==> config.mk <==
export PLATFORM = sky130hd
export DESIGN_NAME = usbi_irq_ctrl
export DESIGN_NICKNAME = d
export VERILOG_FILES = /design/src/logic/usbi_pkg.sv /design/src/logic/usbi_flag_bank.sv /design/src/logic/usbi_irq_ctrl.sv
export SDC_FILE = /design/constraint.sdc
export NUM_CORES = 1
export LEC_CHECK = 0
export BUFFER_PORTS_ARGS = -buffer_cell sky130_fd_sc_hd__buf_2
export CORE_MARGIN = 2
export CORE_UTILIZATION = 46
export CTS_CLUSTER_SIZE = 24
export DETAILED_ROUTE_END_ITERATION = 12
export PLACE_DENSITY = 0.7
export SLEW_MARGIN = 40
export SYNTH_ARGS = -nofsm -noshare
export SYNTH_HDL_FRONTEND = slang
export SYNTH_SLANG_ARGS = --single-unit
==> constraint.sdc <==
create_clock -name clk_sys -period 1.6 [get_ports clk_sys]
set_clock_uncertainty 0.15 [all_clocks]
set_input_delay 0.24 -clock clk_sys [delete_from_list [all_inputs] [get_ports clk_sys]]
set_output_delay 0.24 -clock clk_sys [all_outputs]
set_load 0.005 [all_outputs]
==> src/logic/usbi_pkg.sv <==
// Purpose: shared constants of the usb interrupt enable and error status block
// Assumes: byte-wide registers reached over a plain strobe port
// Notes: offsets are register indices on a 4-bit address
package usbi_pkg;
  localparam int REG_W = 8;
  localparam int ADDR_W = 4;
  // register indices
  localparam logic [ADDR_W-1:0] OFF_STAT_FLAG = 4'h0;
  localparam logic [ADDR_W-1:0] OFF_STAT_EN = 4'h1;
  localparam logic [ADDR_W-1:0] OFF_ERR_FLAG = 4'h2;
  localparam logic [ADDR_W-1:0] OFF_ERR_EN = 4'h3;
  localparam logic [ADDR_W-1:0] OFF_EVT = 4'h4;
  localparam logic [ADDR_W-1:0] OFF_EVT_MASK = 4'h5;
  // reset value of every register
  localparam logic [REG_W-1:0] REG_RST = 8'h00;
  // status flag and enable positions
  localparam int ST_SOF = 6;
  localparam int ST_STALL = 5;
  localparam int ST_IDLE = 4;
  localparam int ST_TRN = 3;
  localparam int ST_ACTV = 2;
  localparam int ST_ERR = 1;
  localparam int ST_URST = 0;
  // error flag and enable positions
  localparam int ER_STUFF = 7;
  localparam int ER_TURN = 4;
  localparam int ER_ALIGN = 3;
  localparam int ER_CRC16 = 2;
  localparam int ER_CRC5 = 1;
  localparam int ER_PID = 0;
  // implemented bits
  localparam logic [REG_W-1:0] STAT_EN_MASK = 8'h7f;
  localparam logic [REG_W-1:0] STAT_FLAG_MASK = 8'h7d;
  localparam logic [REG_W-1:0] ERR_MASK = 8'h9f;
  localparam logic [REG_W-1:0] EVT_MASK = 8'h07;
  // event register positions
  localparam int EV_STAT = 0;
  localparam int EV_ERR = 1;
  localparam int EV_REQ = 2;
endpackage

==> src/logic/usbi_flag_bank.sv <==
// Purpose: bank of sticky flags set by engine pulses and cleared by firmware zeros
// Assumes: set pulses come from logic on clk_sys
// Notes: a set in the same cycle as a clearing write wins
module usbi_flag_bank #(
  parameter int W = 8,
  parameter logic [W-1:0] IMPL = '1,
  parameter bit SW_SET = 1'b0
) (
  input wire logic clk_sys, // system clock
  input wire logic resetn, // async reset, active low
  input wire logic ce, // clock enable
  input wire logic [W-1:0] set_evt, // engine set pulses
  input wire logic wr_en, // firmware write to this bank
  input wire logic [W-1:0] wdata, // write data, zero clears
  output logic [W-1:0] flags // flag outputs
);
  logic [W-1:0] flags_ff;
  logic [W-1:0] nxt_flags;

  // write zero clears; optional firmware set; engine set wins
  always_comb begin
    nxt_flags = flags_ff;
    if (wr_en) begin
      if (SW_SET) begin
        nxt_flags = wdata;
      end else begin
        nxt_flags = flags_ff & wdata;
      end
    end
    nxt_flags = (nxt_flags | set_evt) & IMPL;
  end

  // flag registers
  always_ff @(posedge clk_sys or negedge resetn) begin
    if (!resetn) begin
      flags_ff <= '0;
    end else if (ce) begin
      flags_ff <= nxt_flags;
    end
  end

  assign flags = flags_ff;
endmodule

==> src/logic/usbi_irq_ctrl.sv <==
// Purpose: usb status interrupt enables, error flags and interrupt request gating
// Assumes: engine event pulses and bus strobes come from logic on clk_sys
// Notes: read data stands one cycle after the read strobe
module usbi_irq_ctrl (
  input wire logic clk_sys, // 125 MHz system clock
  input wire logic resetn, // async reset, active low
  input wire logic ce, // clock enable, freezes state when low
  input wire logic [usbi_pkg::ADDR_W-1:0] addr, // register index
  input wire logic [usbi_pkg::REG_W-1:0] wdata, // write data
  input wire logic wr_stb, // write strobe
  input wire logic rd_stb, // read strobe
  output logic [usbi_pkg::REG_W-1:0] rdata, // read data, cycle after rd_stb
  input wire logic [usbi_pkg::REG_W-1:0] status_set_evt, // engine status pulses
  input wire logic [usbi_pkg::REG_W-1:0] err_set_evt, // engine error pulses
  output logic error_summary_flag, // enabled error present
  output logic usb_irq_request, // enabled status flag present
  output logic irq // unmasked event pending
);
  import usbi_pkg::*;

  logic [REG_W-1:0] stat_en_ff;
  logic [REG_W-1:0] nxt_stat_en;
  logic [REG_W-1:0] err_en_ff;
  logic [REG_W-1:0] nxt_err_en;
  logic [REG_W-1:0] evt_mask_ff;
  logic [REG_W-1:0] nxt_evt_mask;
  logic [REG_W-1:0] evt_ff;
  logic [REG_W-1:0] nxt_evt;
  logic [REG_W-1:0] rdata_ff;
  logic [REG_W-1:0] nxt_rdata;
  logic req_prev_ff;
  logic nxt_req_prev;
  logic [REG_W-1:0] stat_flags;
  logic [REG_W-1:0] err_flags;
  logic [REG_W-1:0] stat_view;
  logic [REG_W-1:0] evt_set;
  logic wr_stat_flag;
  logic wr_err_flag;

  // true when a strobe hits the given register index
  function automatic logic hit(input logic stb, input logic [ADDR_W-1:0] a,
                               input logic [ADDR_W-1:0] off);
    hit = stb && (a == off);
  endfunction

  assign wr_stat_flag = ce && hit(wr_stb, addr, OFF_STAT_FLAG);
  assign wr_err_flag = ce && hit(wr_stb, addr, OFF_ERR_FLAG);

  // status flags: firmware may set or clear, engine sets
  usbi_flag_bank #(
    .W(REG_W),
    .IMPL(STAT_FLAG_MASK),
    .SW_SET(1'b1)
  ) u_stat_bank (
    .clk_sys(clk_sys),
    .resetn(resetn),
    .ce(ce),
    .set_evt(status_set_evt),
    .wr_en(wr_stat_flag),
    .wdata(wdata),
    .flags(stat_flags)
  );

  // error flags: engine sets, firmware clears by writing zero
  usbi_flag_bank #(
    .W(REG_W),
    .IMPL(ERR_MASK),
    .SW_SET(1'b0)
  ) u_err_bank (
    .clk_sys(clk_sys),
    .resetn(resetn),
    .ce(ce),
    .set_evt(err_set_evt),
    .wr_en(wr_err_flag),
    .wdata(wdata),
    .flags(err_flags)
  );

  // error summary: each error gated by its enable, then ORed
  assign error_summary_flag = |(err_flags & err_en_ff);

  // status view holds the summary at its read-only position
  always_comb begin
    stat_view = stat_flags;
    stat_view[ST_ERR] = error_summary_flag;
  end

  // interrupt request: OR of each flag AND its enable, every cycle
  assign usb_irq_request = |(stat_view & stat_en_ff);

  // enable and mask registers next values
  always_comb begin
    nxt_stat_en = stat_en_ff;
    nxt_err_en = err_en_ff;
    nxt_evt_mask = evt_mask_ff;
    if (hit(wr_stb, addr, OFF_STAT_EN)) begin
      nxt_stat_en = wdata & STAT_EN_MASK;
    end
    if (hit(wr_stb, addr, OFF_ERR_EN)) begin
      nxt_err_en = wdata & ERR_MASK;
    end
    if (hit(wr_stb, addr, OFF_EVT_MASK)) begin
      nxt_evt_mask = wdata & EVT_MASK;
    end
  end

  // enable and mask registers
  always_ff @(posedge clk_sys or negedge resetn) begin
    if (!resetn) begin
      stat_en_ff <= REG_RST;
      err_en_ff <= REG_RST;
      evt_mask_ff <= REG_RST;
    end else if (ce) begin
      stat_en_ff <= nxt_stat_en;
      err_en_ff <= nxt_err_en;
      evt_mask_ff <= nxt_evt_mask;
    end
  end

  // event sources: any implemented status pulse, any implemented error pulse, rise of the request
  always_comb begin
    evt_set = '0;
    evt_set[EV_STAT] = |(status_set_evt & STAT_FLAG_MASK);
    evt_set[EV_ERR] = |(err_set_evt & ERR_MASK);
    evt_set[EV_REQ] = usb_irq_request && !req_prev_ff;
  end

  // sticky events, cleared by a read, a new event wins over the clear
  always_comb begin
    nxt_evt = evt_ff;
    nxt_req_prev = usb_irq_request;
    if (hit(rd_stb, addr, OFF_EVT)) begin
      nxt_evt = '0;
    end
    nxt_evt = nxt_evt | evt_set;
  end

  // event registers
  always_ff @(posedge clk_sys or negedge resetn) begin
    if (!resetn) begin
      evt_ff <= REG_RST;
      req_prev_ff <= 1'b0;
    end else if (ce) begin
      evt_ff <= nxt_evt;
      req_prev_ff <= nxt_req_prev;
    end
  end

  assign irq = |(evt_ff & evt_mask_ff);

  // read mux, unmapped indices read zero
  always_comb begin
    nxt_rdata = REG_RST;
    if (rd_stb) begin
      unique case (addr)
        OFF_STAT_FLAG: nxt_rdata = stat_view;
        OFF_STAT_EN: nxt_rdata = stat_en_ff;
        OFF_ERR_FLAG: nxt_rdata = err_flags;
        OFF_ERR_EN: nxt_rdata = err_en_ff;
        OFF_EVT: nxt_rdata = evt_ff;
        OFF_EVT_MASK: nxt_rdata = evt_mask_ff;
        default: nxt_rdata = REG_RST;
      endcase
    end
  end

  // read data register
  always_ff @(posedge clk_sys or negedge resetn) begin
    if (!resetn) begin
      rdata_ff <= REG_RST;
    end else if (ce) begin
      rdata_ff <= nxt_rdata;
    end
  end

  assign rdata = rdata_ff;
endmodule

Word level (Yosys, flattened, before mapping). Cells that the tools add are included.

Flip-flop bits (word level): 45. Bits of input ports: 33. Logic and storage cells: 44.

Equality and inequality tests: 5. Multiplexer cells: 5. Bitwise operators: 7. Reductions and logical operators: 19.

Operators by type and width (number): 8-bit case mux with 6 select lines (1); 8-bit two-way mux (3); 8-bit OR reduction (3); 8-bit bitwise AND (2); 6-bit OR reduction (2); 1-bit logical AND (9); 8-bit by 3-bit bitwise AND with 8-bit output (1); 4-bit by 2-bit == test with 1-bit output, second input constant (2); 4-bit by 3-bit == test with 1-bit output, second input constant (2); 8-bit by 3-bit bitwise OR with 8-bit output (1); 8-bit bitwise OR (1); 7-bit bitwise AND (1); 7-bit two-way mux (1); 7-bit bitwise OR (1); 2-bit AND reduction (3); 4-bit by 1-bit == test with 1-bit output, second input constant (1); 4-bit zero test (1); 1-bit zero test (1).

Depth between registers and ports, before layout. Gate-level depths: netlist (run 1).

Depth in word-level cells: 6. Depth in mapped cells: 6. Depth with buffers taken out: 4.

Cells and area by module. Synthesis (run 1) repeated with hierarchy kept, for this count alone.

Cell total of the unflattened synthesis: 185. Area total of the unflattened synthesis: 2130.8 um2.

By module, submodules not included: usbi_irq_ctrl (instances 1, cells an instance 141, area each 1570.3 um2, seq. area each 700.7 um2); usbi_flag_bank (instances 2, cells an instance 22, area each 280.3 um2, seq. area each 150.1 um2).

Worst setup path before layout (run 1). No wires, ideal clock.

Kind: input to register. From: in addr[1] (netlist name). To: reg err_en_ff[0]. Library setup time: 0.125 ns. Data arrival time: 1.298 ns. Setup slack: 0.027 ns. Stages on the path: 5. Cell sequence: buf_4 > nor3b_2 > and2_1 > buf_4 > mux2_2.

Longest elaborated chain between the ends: 3.

Ends and longest elaborated chain: start: declaration (RTL line usbi_irq_ctrl.sv:8) `input wire logic [usbi_pkg::ADDR_W-1:0] addr,`; 4-bit by 2-bit == test with 1-bit output (RTL line usbi_irq_ctrl.sv:43) `hit = stb && (a == off);`; 1-bit logical AND (RTL line usbi_irq_ctrl.sv:43); 2-bit AND reduction (no source line); end signal: assignment (RTL line usbi_irq_ctrl.sv:115) `err_en_ff <= nxt_err_en;`; end: declaration (RTL line usbi_irq_ctrl.sv:23) `logic [REG_W-1:0] err_en_ff;`.

Every way passes these cells. A chain may end at the register's enable or synchronous reset.

Worst setup path in the final report (run 1).
From: reg err_en_ff[1]. To: out usb_irq_request.

Longest elaborated chain between the ends: 4.

Ends and longest elaborated chain: 8-bit bitwise AND (RTL line usbi_irq_ctrl.sv:80) `assign error_summary_flag = |(err_flags & err_en_ff);`; 8-bit OR reduction (RTL line usbi_irq_ctrl.sv:80); 7-bit bitwise AND (RTL line usbi_irq_ctrl.sv:89) `assign usb_irq_request = |(stat_view & stat_en_ff);`; 8-bit OR reduction (RTL line usbi_irq_ctrl.sv:89); end: declaration (RTL line usbi_irq_ctrl.sv:16) `output logic usb_irq_request,`.

Every way passes these cells.

==> run metrics, run 1 <==
crit path max fanout=2; vias in the first global route=1,692; PwrDens=953 mW/mm^2; Hold Worst Slack=0.0107 ns; Post-Layout Cell Count=292; placed insts=274; DR vias=1,671; headroom to the max-slew limit=70.9%; Pre-antenna DRT Iters=4; Switch Pwr=646 uW; max cap viols=0; CTS sink count=40; Crit path arrival time=1.38 ns; crit end category=output pin; Worst Hold Depth=3; CTS buffer count=5; Nets=274; Int Power=1770 uW; antenna violations before repair=0; WL per Instance=16.6 um; fin crit period=1.77 ns; reg2reg setup slack=0.03 ns; Area Growth Syn to Fin=29.1%; Worst EP required=1.21 ns; CP Cell Sequence=a22oi_2 > nand3_2 > a21oi_2 > inv_1 > buf_2; Mapped Nets=208; # rows=23; Most used DFF post-synth=dfrtp_1; FF+latch area=0.00100 sq mm; leakage=0.00117 uW; total grt overflow=0; Post-Route WL=4.86 mm; Tot Pwr=2420 uW; peak supply drop=0.606 mV; Worst-Skew Late Latency=0.29 ns; CP peak stage delay=0.40 ns; clk root buf=clkbuf_8; Detail Route Antenna Nets=0; combinational share of power=21.8%; largest net degree at the start of global routing=41; 1st-iter DRT viols=110; outcome=complete, but fails checks; sequential area share after synthesis=50.9%; reg-to-reg startpoint=evt_mask_ff[2]; routed wl met3=188 um; critical path launch point type=flop; DRC Markers=0; failing checks=negative setup slack; Ys Warns=0; vias per std cell=5.72; # H-tree levels=2; Synth Cell Area=0.00197 sq mm; ANT cells=0; Hold Path Class=in2reg; Chip Height=69.4 um; fillcell total=334; Core Region=0.00406 sq mm; CTS tree=built; Crit Path Category=reg2out; Netlist cell types=35; layout cell share with drive strength beyond 1=43.8%; I/O pin cnt=44; metal2 WL=2.32 mm; RD Place Congestion=0.806; Initial Util=48.5%; Slew Limit Fails=0; die area=0.00481 sq mm; slowest stage cell, crit path=dfrtp_1; Reg2Reg Depth=5; Chip Width=69.4 um; EDFF count, synth=0; Clock power frac=27.8%; Tcrit/Tclk final=110%; Final WS setup=-0.168 ns; global-route usage over all layers=21.9%; critical hold path startpoint=err_set_evt[4]; endpoints failing setup=3; Mean Syn Cell Area=11.2 sq um; asr flop ratio synth=100%; Port Buffer Count=39; final hold violations=0; Clock Path Buffers=2; Flop pwr share=50.4%; Met1 Wirelength=2.23 mm; cell area after layout=0.00254 sq mm; FMAX=566 MHz; first-pass GRT wire length=8.32 mm; #FFs+latches synth=40; unrepaired setup endpoints after global routing=yes; Slew @ Worst Pin=0.436 ns; Hold Crit Endpoint=u_err_bank.flags[4]; placed cell area=0.00232 sq mm; setup slack at placement=-0.0881 ns; FF-to-FF End=rdata[2]; DP HPWL=3.60 mm; Top Metal Used=met4; clk slew on worst S/H paths=0.07 ns; Sw Ratio=26.7%; Mapped Cells=175; area of the multi-input gates=926 sq um
[timing repair]
item	4_1_cts	5_1_grt
hold buffers	3	0
resized for setup	6	4
endpoints found under the hold margin	42	0
pin swaps	4	3
setup buffers	6	1
endpoints found under the setup margin	3	4
[critical path: cells and delay by family (launching register included)]
| kind | cells | cell delay (ns) |
|---|---|---|
| flip-flops | 1 | 0.40 |
| AO/OA/AOI/OAI | 2 | 0.40 |
| buffers and inverters | 2 | 0.17 |
| AND/OR/NAND/NOR | 1 | 0.13 |
[power groups by stage]
stage | clock network, uW | registers (uW) | logic [uW]
after CTS | 697 | 1210 | 518
final | 672 | 1220 | 528
after detailed placement | 0 | 1230 | 458
after global routing | 738 | 1230 | 581
after global placement | 0 | 1220 | 452
after floorplan | 0 | 1200 | 268
[kinds of logic after synthesis]
family	Yosys count	synth area share, %
and+or+nand+nor	48	13.1
AOI/OAI and AO/OA	45	15.1
DFF	40	50.9
muxes	27	16.9
buffers and inverters	15	4.01
[cell usage after synthesis, types with 3 or more instances]
cell type   n  area share [%]
a21oi_1     9             2.3
a22oi_1     6             2.3
buf_2       3            0.76
buf_4       3             1.1
dfrtp_1    40              51
inv_1       6             1.1
mux2_2     20              11
mux2i_1     4             2.0
mux4_2      3             3.4
nand2_1    24             4.6
nand3_1     6             1.5
nor2_1      3            0.57
nor3_1      3            0.76
o21ai_0    11             2.8
o21ai_1     6             1.5
o2bb2ai_1   4             1.8
[flip-flops by register name, summed over array words and instances (netlist names)]
name               count
req_prev_ff            1
evt_ff                 3
err_en_ff              6
rdata                  8
evt_mask_ff            3
u_err_bank.flags       6
u_stat_bank.flags      6
stat_en_ff             7
[metal layers]
layer  global-route usage, %  vias to the layer above
met4                    8.28                        0
met5                       0                        -
met1                    30.1                      839
met3                    4.80                        9
met2                    34.0                       41
li1                        -                      782
[cell type report]
cell class,count,share of cell area [%]
sequential,40,39.4
multi-input combinational,120,36.5
timing repair buffer,68,17.2
clock buffer,8,3.55
tap,50,2.46
inverter,6,0.887
[how the worst max path moves through the flow]
stage,start,end,slack (ns),depth (start not counted)
CTS,err_en_ff[1],usb_irq_request,-0.16,5
floorplan,addr[1],err_en_ff[0],0.03,5
global placement,addr[2],u_err_bank.flags[4],-0.07,6
finish,err_en_ff[1],usb_irq_request,-0.17,5
detailed placement,addr[2],u_err_bank.flags[4],-0.09,6
global route,err_en_ff[1],usb_irq_request,-0.23,5
[cell usage in the layout, fill, tap and decap left out, types with 2 or more instances in the layout]
cell type and count:
or4_1 2, nor3_1 3, a21oi_1 8, dfrtp_1 40
clkbuf_8 6, o21ai_0 11, and3_1 2, buf_4 24
buf_2 39, clkbuf_1 2, nand2_1 24, nor2_1 3
dlygate4sd3_1 3, mux2_2 19, mux2i_1 4, nand3_1 5
nand4_1 2, a22oi_2 5, inv_1 6, mux4_2 3
o2bb2ai_1 4, o21ai_1 6
[metrics by stage]
| step | utilization (%) | TNS (ns) |
|---|---|---|
| after floorplan | - | 0 |
| after global placement | 57.3 | -0.346 |
| after detailed placement | 57.3 | -0.581 |
| after CTS | 62.0 | -0.264 |
| after global routing | 62.6 | -0.459 |
| final | 62.6 | -0.278 |
Power figures use the tool's default switching activity.
==> run 2, diff against run 1 <==
- ABC_AREA: unset -> 1
- PLACE_DENSITY: 0.7 -> 0.69
==> run 2 against run 1 <==
The run still ends with negative setup slack left. Cell count up 29%. First-iteration DRC count up 2.7%. Cell area up 2.4%. Synthesized cell count up 51%. Clock power up 4.2%. Critical endpoint unchanged. Largest power group unchanged.
==> run metrics, run 2 <==
outcome=complete, but fails checks; failing checks=negative setup slack; max reg flops=8 (unchanged); WP depth=7 (+2); crit path capture=usb_irq_request; routed wl met3=335 um (+78%); largest area contributor in the netlist=dfrtp_1; Initial Util=48.1% (-0.36 points); metal2 WL=2.62 mm (+13%); CP Cell Sequence=nand2_1 > nand2_1 > nor2_1 > nand2_1 > nand2_1 > nand2_2 > buf_2; CTS sink count=40 (unchanged); crit path max fanout=3 (+1); most frequent cells in the layout=nand2_1, dfrtp_1, buf_2; Top Metal Used=met4; Adder-Cell Fraction of Synth Area=0% (unchanged); headroom to the max-slew limit=71.3% (+0.37 points); Crit Path Category=reg2out; 1st-iter DRT viols=113 (+2.7%); post-synthesis mux area share=0.712% (-16 points); DP HPWL=3.97 mm (+10%); Mapped Cells=265 (+51%); Detail Route Antenna Nets=0 (unchanged); placed cell area=0.00241 sq mm (+3.7%); antenna violations before repair=0 (unchanged); CP peak stage delay=0.39 ns (about the same); Pre-antenna DRT Iters=6 (+2); WL per Instance=14.1 um (-15%); RD Place Congestion=0.837 (+3.8%); Core Region=0.00438 sq mm (+8.0%); xor and xnor fraction of the mapped netlist area=0% (unchanged); CP most frequent cell=nand2_1; Chip Height=71.7 um (+3.4%); commonest non-fill, non-tap cell in the layout=nand2_1; DRC Markers=0 (unchanged); Tcrit/Tclk final=103% (-7.9 points); Slew @ Worst Pin=0.431 ns (-0.00503 ns); FF-to-FF End=req_prev_ff; asr flop ratio synth=100% (unchanged); # rows=24 (+4.3%); kind of cell adding the most delay to the critical path=simple AND/OR/NAND/NOR gates; crit path buf inv count=1 (-1); Final WS setup=-0.0417 ns (+0.126 ns); endpoints failing setup=2 (-1); Tot Pwr=2340 uW (-3.2%); reg-to-reg startpoint=err_en_ff[2]; post-synthesis simple-gate area fraction=28.7% (+16 points); global-route usage over all layers=22.5% (+0.63 points); final hold violations=0 (unchanged); DR vias=1,937 (+16%); # H-tree levels=2 (unchanged); I/O pin cnt=44 (unchanged); unrepaired setup endpoints after global routing=yes; Slew Limit Fails=0 (unchanged); critical hold path startpoint=err_set_evt[1]; Netlist cell types=26 (-26%); first-pass GRT wire length=8.89 mm (+6.9%); cell with the most instances after synthesis=nand2_1; Hold Path Class=in2reg; worst setup path start=err_en_ff[2]; Area contributors post-synth=dfrtp_1, nand2_1, inv_1; setup slack at placement=0.115 ns (+0.203 ns); Port Buffer Count=39 (unchanged); CTS buffer count=5 (unchanged); Worst EP required=1.21 ns (about the same); top-area cell type share of the netlist area=47.4% (-3.4 points); PwrDens=902 mW/mm^2 (-5.4%); Hold Worst Slack=0.00594 ns (-0.00473 ns); FMAX=609 MHz (+7.7%); Post-Route WL=5.34 mm (+9.9%); leakage=0.00142 uW (+21%); largest net degree at the start of global routing=25 (-39%); Chip Width=71.7 um (+3.4%); clk slew on worst S/H paths=0.08 ns (about the same); Crit path arrival time=1.25 ns (-0.13 ns); reg2reg setup slack=0.26 ns (+0.23 ns); main combinational cell family by area after synthesis=simple AND/OR/NAND/NOR gates; Mean Syn Cell Area=7.96 sq um (-29%); cell area after layout=0.00260 sq mm (+2.4%); Synth top cells by count=nand2_1, dfrtp_1, inv_1; vias in the first global route=1,925 (+14%); peak supply drop=0.472 mV (-22%); layout cell share with drive strength beyond 1=29.1% (-15 points); max cap viols=0 (unchanged); CTS tree=built; Synth Cell Area=0.00211 sq mm (+7.3%); clk root buf=clkbuf_8; Area Growth Syn to Fin=23.2%; sequential area share after synthesis=47.4% (-3.4 points); critical path launch point type=flop; fin crit period=1.64 ns (-0.126 ns); ANT cells=0 (unchanged); Worst-Skew Late Latency=0.29 ns (about the same); Mapped Nets=298 (+43%); Met1 Wirelength=2.30 mm (+3.3%); die area=0.00514 sq mm (+6.8%); EDFF count, synth=0 (unchanged); total grt overflow=0 (unchanged); slowest stage cell, crit path=dfrtp_1; Ys Warns=0 (unchanged); Clock Path Buffers=2 (unchanged); Compound-Gate Fraction of Synth Area=15.5% (+0.40 points); vias per std cell=5.12 (-10%); Nets=358 (+31%); crit end category=output pin; Most used DFF post-synth=dfrtp_1; #FFs+latches synth=40 (unchanged); Reg2Reg Depth=9 (+4)
run 2: cells by family after synthesis:
group	Yosys count
simple gates	139
compound gates	49
flops	40
buf+inv	36
mux	1
run 2: how the worst min path moves through the flow:
stage	end	slack, ns	depth (start not counted)
floorplan	err_en_ff[0]	-0.21	0
global placement	evt_ff[0]	0.05	1
detailed placement	evt_ff[0]	0.06	1
CTS	u_err_bank.flags[1]	0.002	3
global route	u_err_bank.flags[1]	0.03	3
finish	u_err_bank.flags[1]	0.006	3
run 2: worst register-to-register path, stage by stage (launching register included):
cell and delay (ns):
dfrtp_1 0.39, nand2_1 0.06, nand2_1 0.05, nor2_1 0.09, nand2_1 0.09, nand2_1 0.09
nand2_2 0.06, buf_4 0.13, nand2_1 0.04, o21ai_0 0.07
run 2: cell type report:
type	count	area, sq um
Timing Repair Buffer	58	374
Tap cell	52	65.1
Clock buffer	8	90.1
Multi-Input combinational cell	189	952
Sequential cell	40	1000
Fill cell	423	1790
Inverter	31	116
run 2: layer usage:
layer / vias to the layer above / global-route usage (%)
met5: - / 0
met4: 0 / 7.34
met3: 8 / 4.78
met2: 55 / 36.7
met1: 912 / 30.0
li1: 962 / -
run 2: per-stage QoR:
stage | utilization (%) | std cells | TNS (ns)
finish | 59.3 | 378 | -0.0717
global route | 59.3 | 378 | -0.218
CTS | 59.0 | 377 | -0.0937
detailed placement | 55.0 | 359 | 0
global placement | 55.0 | 359 | 0
floorplan | - | 265 | 0
run 2: what timing repair did:
item / 4_1_cts / 5_1_grt
setup buffers: 8 / 1
gates resized for setup: 2 / 1
pin swaps: 3 / 3
hold endpoints to repair: 17 / 0
setup endpoints to repair: 1 / 2
gates cloned: 0 / 0
hold buffers: 2 / 0
run 2: where the power goes:
group	internal [uW]	total, uW	switching, uW	leakage (uW)
Sequential	1100	1170	63.2	0.000458
Combinational	216	476	260	0.000914
Clock	352	700	348	0.0000455
